--- src/inc/etcc_pkg.sv ---
// constants shared by the elapsed time capture counter
package etcc_pkg;
  localparam int unsigned CNT_W        = 40;
  localparam int unsigned DIV_W        = 5;
  localparam int unsigned BYTE_W       = 8;
  localparam int unsigned SEL_W        = 3;
  localparam logic [7:0]  PIN_FUNC_TEC = 8'h27;
  localparam logic [DIV_W-1:0] DIV_VCO3 = 5'h08;
  localparam logic [DIV_W-1:0] DIV_VCO2 = 5'h14;
  localparam logic [DIV_W-1:0] DIV_ONE  = 5'h01;
  localparam logic [DIV_W-1:0] DIV_ZERO = 5'h00;
  localparam logic        VCOSEL_VCO3  = 1'b0;
  localparam logic        TRIG_PIN     = 1'b1;
  localparam logic        CLR_NORMAL   = 1'b0;
  localparam logic [SEL_W-1:0] BYTE_LSB = 3'h0;
  localparam logic [SEL_W-1:0] BYTE_MSB = 3'h4;
  localparam logic [CNT_W-1:0] CNT_ZERO = 40'h00_0000_0000;
  localparam logic [CNT_W-1:0] CNT_ONE  = 40'h00_0000_0001;
  localparam logic [CNT_W-1:0] CNT_MAX  = 40'hff_ffff_ffff;
  localparam logic [BYTE_W-1:0] BYTE_ZERO = 8'h00;
endpackage

--- src/etcc_counter.sv ---
// elapsed time capture counter with serial and pin triggers
`timescale 1ns/10ps
`default_nettype none

// How it works
// [RULE1] serial mode, enabled and armed: chip-select falling edge captures count
// [RULE2] reading the capture MSB blocks chip-select captures until LSB is read
// [RULE3] capture and re-arm may both happen inside one multibyte read
// [RULE4] pin with function code 0x27 captures count on its programmed edge
// [RULE5] after a pin capture, later pin edges are ignored until LSB read
// [RULE6] trigger select 1 picks the pin trigger, 0 picks chip-select falls
// [RULE7] source select 0: count clock is third VCO divided by 8
// [RULE8] source select 1: count clock is second VCO divided by 20
// [RULE9] clear control 0 lets the counter run normally
// [RULE10] host keeps pin rise 10 ns from enabling edge, holds it 10 ns
// [RULE11] host waits 1 us after LSB read before a new pin trigger
// [RULE12] counter counts up every count tick, wrapping from 2^40-1 to 0
// [RULE13] enable 0 holds count at zero; counting restarts from zero
// [RULE14] host software detects wrap, resets by toggling enable
// [RULE15] source select also steers the reference validators' VCO choice
// [RULE16] captured count is read as five byte-wide registers
// [RULE17] all 40 bits are latched together in one cycle
module etcc_counter
  import etcc_pkg::*;
(
  input  wire logic              ref_clk,               // 250 MHz clock
  input  wire logic              nrst,                  // async reset, low
  input  wire logic              counter_enable_bit,    // 1 runs the counter
  input  wire logic              trigger_source_select, // 1 pin, 0 serial
  input  wire logic              counter_clear_control, // 0 normal run
  input  wire logic              vco_source_select,     // 0 vco3/8, 1 vco2/20
  input  wire logic [7:0]        pin_function_code,     // pin mode code
  input  wire logic              pin_polarity_invert,   // 1 falling edge
  input  wire logic              trig_pin,              // trigger pin, async
  input  wire logic              serial_chip_select_n,  // chip select, async
  input  wire logic              vco3_pulse,            // one per vco3 cycle
  input  wire logic              vco2_pulse,            // one per vco2 cycle
  input  wire logic              rd_strobe,             // byte read pulse
  input  wire logic [SEL_W-1:0]  rd_byte_sel,           // 0 lsb .. 4 msb
  output logic [BYTE_W-1:0]      rd_data,               // read byte
  output logic [CNT_W-1:0]       capture_value,         // captured count
  output logic [CNT_W-1:0]       running_count,         // live count
  output logic                   capture_locked,        // 1 captures blocked
  output logic                   count_tick,            // count clock enable
  output logic                   validator_vco_sel      // validators' vco
);

  // ****************************************
  // helpers
  // ****************************************
  function automatic logic [DIV_W-1:0] div_last(input logic sel);
    div_last = (sel == VCOSEL_VCO3) ? DIV_VCO3 - DIV_ONE
                                    : DIV_VCO2 - DIV_ONE;
  endfunction

  function automatic logic [BYTE_W-1:0] pick_byte(
    input logic [CNT_W-1:0] v,
    input logic [SEL_W-1:0] s
  );
    pick_byte = BYTE_ZERO;
    if (s <= BYTE_MSB) begin
      pick_byte = v[s*BYTE_W +: BYTE_W];
    end
  endfunction

  // ****************************************
  // pin synchronisers
  // ****************************************
  logic [1:0] pin_sync_r;
  logic [1:0] cs_sync_r;
  logic       pin_lvl_r;
  logic       cs_lvl_r;
  logic [1:0] pin_sync_nxt;
  logic [1:0] cs_sync_nxt;
  logic       pin_act;
  logic       pin_edge;
  logic       cs_fall;

  always_comb begin
    pin_sync_nxt = {pin_sync_r[0], trig_pin};
    cs_sync_nxt  = {cs_sync_r[0], serial_chip_select_n};
    // polarity invert turns a falling edge into an active rise
    pin_act  = pin_sync_r[1] ^ pin_polarity_invert;
    pin_edge = pin_act & ~pin_lvl_r;
    cs_fall  = ~cs_sync_r[1] & cs_lvl_r;
  end

  always_ff @(posedge ref_clk or negedge nrst) begin
    if (!nrst) begin
      pin_sync_r <= 2'h0;
      cs_sync_r  <= 2'h3;
      pin_lvl_r  <= 1'b0;
      cs_lvl_r   <= 1'b1;
    end else begin
      pin_sync_r <= pin_sync_nxt;
      cs_sync_r  <= cs_sync_nxt;
      pin_lvl_r  <= pin_act;
      cs_lvl_r   <= cs_sync_r[1];
    end
  end

  // ****************************************
  // count clock divider
  // ****************************************
  logic [DIV_W-1:0] div_r;
  logic [DIV_W-1:0] div_nxt;
  logic             tick_r;
  logic             tick_nxt;
  logic             vco_pulse;
  logic             vsel_r;

  always_comb begin
    vco_pulse = (vco_source_select == VCOSEL_VCO3) ? vco3_pulse   // RULE7
                                                   : vco2_pulse;  // RULE8
    div_nxt  = div_r;
    tick_nxt = 1'b0;
    if (vco_pulse) begin
      if (div_r >= div_last(vco_source_select)) begin
        div_nxt  = DIV_ZERO;
        tick_nxt = 1'b1;
      end else begin
        div_nxt = div_r + DIV_ONE;
      end
    end
  end

  always_ff @(posedge ref_clk or negedge nrst) begin
    if (!nrst) begin
      div_r  <= DIV_ZERO;
      tick_r <= 1'b0;
      vsel_r <= VCOSEL_VCO3;
    end else begin
      div_r  <= div_nxt;
      tick_r <= tick_nxt;
      // a change here may briefly disqualify references downstream
      vsel_r <= vco_source_select;  // RULE15
    end
  end

  // ****************************************
  // running counter
  // ****************************************
  logic [CNT_W-1:0] cnt_r;
  logic [CNT_W-1:0] cnt_nxt;
  logic             run;

  always_comb begin
    run     = counter_enable_bit & (counter_clear_control == CLR_NORMAL);
    cnt_nxt = cnt_r;
    if (!run) begin
      cnt_nxt = CNT_ZERO;  // RULE13
    end else if (tick_r) begin
      cnt_nxt = cnt_r + CNT_ONE;  // RULE9 RULE12
    end
  end

  always_ff @(posedge ref_clk or negedge nrst) begin
    if (!nrst) begin
      cnt_r <= CNT_ZERO;
    end else begin
      cnt_r <= cnt_nxt;
    end
  end

  // ****************************************
  // capture and arming
  // ****************************************
  logic [CNT_W-1:0]  cap_r;
  logic [CNT_W-1:0]  cap_nxt;
  logic              lock_r;
  logic              lock_nxt;
  logic [BYTE_W-1:0] rd_r;
  logic [BYTE_W-1:0] rd_nxt;
  logic              pin_mode;
  logic              spi_cap;
  logic              pin_cap;
  logic              rd_lsb;
  logic              rd_msb;

  always_comb begin
    pin_mode = (trigger_source_select == TRIG_PIN);  // RULE6
    spi_cap  = counter_enable_bit & ~pin_mode & cs_fall & ~lock_r;  // RULE1
    pin_cap  = counter_enable_bit & pin_mode & ~lock_r & pin_edge
             & (pin_function_code == PIN_FUNC_TEC);  // RULE4
    rd_lsb   = rd_strobe & (rd_byte_sel == BYTE_LSB);
    rd_msb   = rd_strobe & (rd_byte_sel == BYTE_MSB);
    cap_nxt  = cap_r;
    if (spi_cap | pin_cap) begin
      cap_nxt = cnt_r;  // RULE17
    end
    // blocking wins over re-arm when both land in one cycle
    lock_nxt = lock_r;
    if (rd_lsb) begin
      lock_nxt = 1'b0;  // RULE3
    end
    if ((rd_msb & ~pin_mode) | pin_cap) begin
      lock_nxt = 1'b1;  // RULE2 RULE5
    end
    rd_nxt = rd_r;
    if (rd_strobe) begin
      rd_nxt = pick_byte(cap_r, rd_byte_sel);  // RULE16
    end
  end

  always_ff @(posedge ref_clk or negedge nrst) begin
    if (!nrst) begin
      cap_r  <= CNT_ZERO;
      lock_r <= 1'b0;
      rd_r   <= BYTE_ZERO;
    end else begin
      cap_r  <= cap_nxt;
      lock_r <= lock_nxt;
      rd_r   <= rd_nxt;
    end
  end

  assign rd_data           = rd_r;
  assign capture_value     = cap_r;
  assign running_count     = cnt_r;
  assign capture_locked    = lock_r;
  assign count_tick        = tick_r;
  assign validator_vco_sel = vsel_r;
endmodule

`default_nettype wire

--- config.mk ---
export PLATFORM = sky130hd
export DESIGN_NAME = etcc_counter
export DESIGN_NICKNAME = d
export VERILOG_FILES = /design/src/inc/etcc_pkg.sv /design/src/etcc_counter.sv
export SDC_FILE = /design/constraint.sdc
export NUM_CORES = 1
export LEC_CHECK = 0
export CORE_ASPECT_RATIO = 1.25
export CORE_UTILIZATION = 30
export DETAILED_ROUTE_END_ITERATION = 12
export DONT_BUFFER_PORTS = 1
export REMOVE_ABC_BUFFERS = 1
export SYNTH_ARGS = -nofsm -noshare
export SYNTH_HDL_FRONTEND = slang
export SYNTH_SLANG_ARGS = --single-unit
--- constraint.sdc ---
create_clock -name ref_clk -period 2.2 [get_ports ref_clk]
set_input_delay 0.44 -clock ref_clk [delete_from_list [all_inputs] [get_ports ref_clk]]
set_output_delay 0.44 -clock ref_clk [all_outputs]
set_load 0.03 [all_outputs]
## Word level (Yosys, flattened, before mapping)

Index checks and enable logic that the tools add are counted.

- Register bits after elaboration: 102
- Word-level logic and storage cells: 52
- Memories: 0
- Memory bits (read-only): 0
- Latch bits: 0
- RAM bits: 0
- Output and inout bits: 91

- Order comparisons: 2
- Shift operators: 1
- $mul: 0
- $add $sub $neg: 2
- Reductions and logical operators: 2
- Equality and inequality tests: 3
- Div/mod/pow operators: 0
- Bitwise gates (word level): 21
- Mux-type cells: 10

Operators by type and width:

| cell | count |
|---|---|
| 2-to-1 mux 40 bit | 2 |
| adder 40 x 1 -> 40 bit (second input constant) | 1 |
| indexed part select 40 x 7 -> 8 bit | 1 |
| bitwise AND 1 bit | 13 |
| 2-to-1 mux 5 bit | 2 |
| equality test 8 x 6 -> 1 bit (second input constant) | 1 |
| 2-to-1 mux 8 bit | 1 |
| adder 5 x 1 -> 5 bit (second input constant) | 1 |
| greater-or-equal comparator 5 bit | 1 |
| 2-to-1 mux 1 bit | 5 |
| inverter 1 bit | 5 |
| equality test 3 bit (second input constant) | 1 |
| less-or-equal comparator 3 bit (second input constant) | 1 |
| zero test 3 bit | 1 |
| != test 2 bit (second input constant) | 1 |
| bitwise OR 1 bit | 2 |
| nonzero test 2 bit | 1 |
| bitwise XOR 1 bit | 1 |

## Depth between registers and ports, before layout

- Depth in word-level cells: 6
- Depth in mapped cells: 6
- Gate-level depth less buffers: 5

## Least setup slack after synthesis

Ideal clock, no wire load.

- Path type: flip-flop to flip-flop
- Start point: register tick_r, in the netlist count_tick
- End point: register cnt_r[35], in the netlist running_count[35]
- Slack: -68 ps
- Buffers on the path: 2
- Stages on the path, launching flop included: 7
- Data arrival time: 2,190 ps
- Cell sequence: dfrtp_1 > buf_4 > nand4_4 > or4_4 > buf_6 > or4b_1 > a21oi_1

- Word-level cells in the longest chain between the ends: 1

Ends and longest elaborated chain:

| what | RTL line | text |
|---|---|---|
| start, declared | etcc_counter.sv:107 | `logic tick_r;` |
| start signal, assigned | etcc_counter.sv:134 | `tick_r <= tick_nxt;` |
| != test 2 bit (no line) | -- |  |
| end signal, assigned | etcc_counter.sv:161 | `cnt_r <= cnt_nxt;` |
| end, declared | etcc_counter.sv:143 | `logic [CNT_W-1:0] cnt_r;` |

No other way between the ends.
A chain may end at the register's enable or synchronous reset.

## Worst setup path in the final report

- Start point: register cnt_r[2], in the netlist running_count[2]
- End point: register cnt_r[30], in the netlist running_count[30]

- Word-level cells in the longest chain between the ends: 3

Ends and longest elaborated chain:

| what | RTL line | text |
|---|---|---|
| adder 40 x 1 -> 40 bit | etcc_counter.sv:153 | `cnt_nxt = cnt_r + CNT_ONE;` |
| 2-to-1 mux 40 bit | etcc_counter.sv:152 | `end else if (tick_r) begin` |
| 2-to-1 mux 40 bit | etcc_counter.sv:150 | `if (!run) begin` |

No other way between the ends. The select of a mux whose other input is x is not followed.

==> impl_metrics.yaml <==
status:
  status: "finished with violations"
  failed_checks: "hold timing"
power_and_ir_drop:
  power.total_uw: 4030
  power_density_nw_per_um2: 704
  p_leak_uw: 0.00247
  ir_drop_uv: 319
floorplanning:
  core_area_um2: 15600
  io-pin-count: 114
  die-area_um2: 16600
  fp-row-count: 51
  die_y_um: 144
  die_w_um: 116
  initial_core_util: 0.309
timing:
  fin_crit_sh: 0.953
  holdWs_ns: -0.224
  rsz0062_at_grt: "no"
  slew_violations: 0
  skew_ns: 0.00975
  fmax_ghz: 0.477
  fin_crit_ns: 2.10
  slew_headroom: 0.523
  finalSetupViolCount: 0
  worstMarginPinSlew_ns: 0.695
  hold_violations: 102
global_route:
  track_usage: 0.173
  grt_pass1_wl_um: 21300
  grt_max_degree: 103
  grt.overflow.total: 0
  grt_pass1_vias: 3752
  grt_antenna_before_repair: 0
place:
  dp_hpwl_um: 10300
  place_inst: 667
  place.gp.congestion: 0.832
  portBuffers: 0
critical_path:
  critical_path_class: "flip-flop to flip-flop"
  cp.required_ns: 2.48
  cp_max_fo: 5
  start_kind: "flip-flop"
  reg2reg_depth: 5
  cp_data_arrival_time_ns: 2.37
  end_kind: "flip-flop"
logic_synthesis:
  seq_area_frac_synth: 0.529
  synth_warnings: 0
  synthDistinctLibCells: 48
  yosysTopAreaCell: "dfrtp_1"
  synthCells: 424
  yosys.area.top_type_share: 0.513
  ys_async_sr_fraction: 1.00
  synth.most_common_cell: "dfrtp_1"
  synthTopCellsByArea: "dfrtp_1 51%, mux2_2 9.3%, mux4_2 3.7%"
  synthFlopType: "dfrtp_1"
  synth_edf_count: 0
  syn_avg_cell_area_um2: 11.4
  syn_area_um2: 4830
  ys_seq_elements: 102
  synthTopCellsByCount: "99 x dfrtp_1, 40 x mux2_2, 34 x nor2_1"
drt:
  wl_per_cell_um: 20.0
  routed_wl_um: 13700
  drcViolationCount: 0
  first_pass_iters: 4
  vias: 3698
  ant_nets: 0
  route.detailed.vias_per_inst: 5.41
  drtIter0Drc: 191
cts:
  cts_tree: "built"
  cts_setup_buffers: 0
  clkSinkCount: 102
  cts_buffer_depth: 2
  h-tree-depth: 3
  cts_root_buf: "clkbuf_16"
  clk_pin_slew_ns: 0.07
  numCtsBuffers: 9
  clk_latency_ns: 0.36
flow_run:
  cap_violations: 0
layout:
  diodes: 0
  fin_cells: 683
  drive_gt1_frac: 0.274
  finalCoreUtilization: 0.367
  syn2layout_area_growth_pct: 18.6
  fin_nets: 493
hold_path:
  min_path_type: "input port to async pin"
-- registers in the layout, summed over array words and instances (netlist names), 2 cells and up --
| register | cells |
|---|---|
| capture_value | 40 |
| pin_sync_r | 2 |
| cs_sync_r | 2 |
| div_r | 5 |
| running_count | 40 |
| rd_data | 8 |
-- timing repair --
| item | in CTS | in global routing |
|---|---|---|
| gates resized for setup | 0 | 3 |
| setup endpoints to repair | 0 | 2 |
| hold endpoints to repair | 102 | 102 |
-- stage by stage --
step / setup TNS [ns] / setup slack (ns) / instance area [um^2]
after floorplan: -39.84 / -0.983 / 4750
after global placement: 0 / 0.137 / 5420
after detailed placement: 0 / 0.0516 / 5420
after CTS: 0 / 0.0177 / 5720
after global routing: 0 / 0.0140 / 5730
final: 0 / 0.104 / 5730
-- cells by family (layout without fill, tap and decap cells) --
group / count (synthesis) / after routing / synth area share
mux: 53 / 53 / 0.141
xor+xnor: 14 / 14 / 0.0254
simple gates: 152 / 152 / 0.177
buf+inv: 30 / 77 / 0.0259
compound gates: 69 / 69 / 0.0919
flops: 102 / 102 / 0.529
fa+ha+maj: 4 / 4 / 0.0104
-- worst paths after layout --
path	slack, ns	to	from
setup / recovery	0.10	running_count[30]	running_count[2]
hold / removal	-0.22	running_count[19]	nrst
setup reg to reg	0.10	running_count[30]	running_count[2]
hold reg to reg	0.35	pin_sync_r[1]	pin_sync_r[0]
max in group asynchronous	2.22	cs_sync_r[0]	nrst
min in group ref_clk	0.09	cs_sync_r[0]	serial_chip_select_n
-- per-layer routing --
metal	part of all wire	global-route usage	wire [um]
met1	0.39	0.207	5320
met2	0.48	0.282	6620
met3	0.11	0.0561	1470
met4	0.021	0.0772	284
met5	0	0	0
-- critical path, stage by stage, from the launching register on --
cell	delay (ns)
dfrtp_1	0.40
buf_4	0.21
nand3_1	0.22
or4_1	0.65
nor4_1	0.32
mux2i_1	0.22
-- cell type report --
type | count | area [um^2]
Clock buffer | 10 | 239
Clock inverter | 6 | 67.6
Fill cell | 1504 | 9900
Inverter | 10 | 37.5
Multi-Input combinational cell | 292 | 2170
Sequential cell | 102 | 2560
Tap cell | 212 | 265
Timing Repair Buffer | 51 | 395
-- report_power, final --
| group | switching [uW] | leakage [uW] | internal (uW) |
|---|---|---|---|
| clock network | 719 | 0.000145 | 919 |
| registers | 113 | 0.00138 | 1950 |
| logic | 178 | 0.000944 | 156 |
| total | 1010 | 0.00247 | 3030 |
-- layout by cell type, fill, tap and decap left out, types with 2 or more instances in the layout --
| cell type | n |
|---|---|
| clkinvlp_4 | 2 |
| nor2b_1 | 2 |
| buf_4 | 50 |
| o21ai_0 | 13 |
| nand2b_1 | 5 |
| nor2_1 | 34 |
| clkbuf_16 | 9 |
| mux4_2 | 8 |
| and3_1 | 3 |
| o31ai_1 | 12 |
| a21oi_1 | 24 |
| nand4_2 | 2 |
| nand3_1 | 14 |
| nor3_1 | 7 |
| nor4_1 | 8 |
| or4_4 | 2 |
| or2_2 | 2 |
| nand2_1 | 25 |
| inv_1 | 9 |
| mux2_2 | 40 |
| dfrtp_1 | 99 |
| inv_6 | 2 |
| xnor2_1 | 7 |
| nand4_1 | 10 |
| a221oi_1 | 8 |
| mux2i_1 | 5 |
| or3_1 | 11 |
| xor2_1 | 7 |
| o41ai_1 | 3 |
| dfstp_2 | 3 |
| ha_1 | 4 |
| or4_1 | 17 |
| and4_1 | 3 |
| a21o_1 | 2 |
Power figures use the tool's default switching activity.
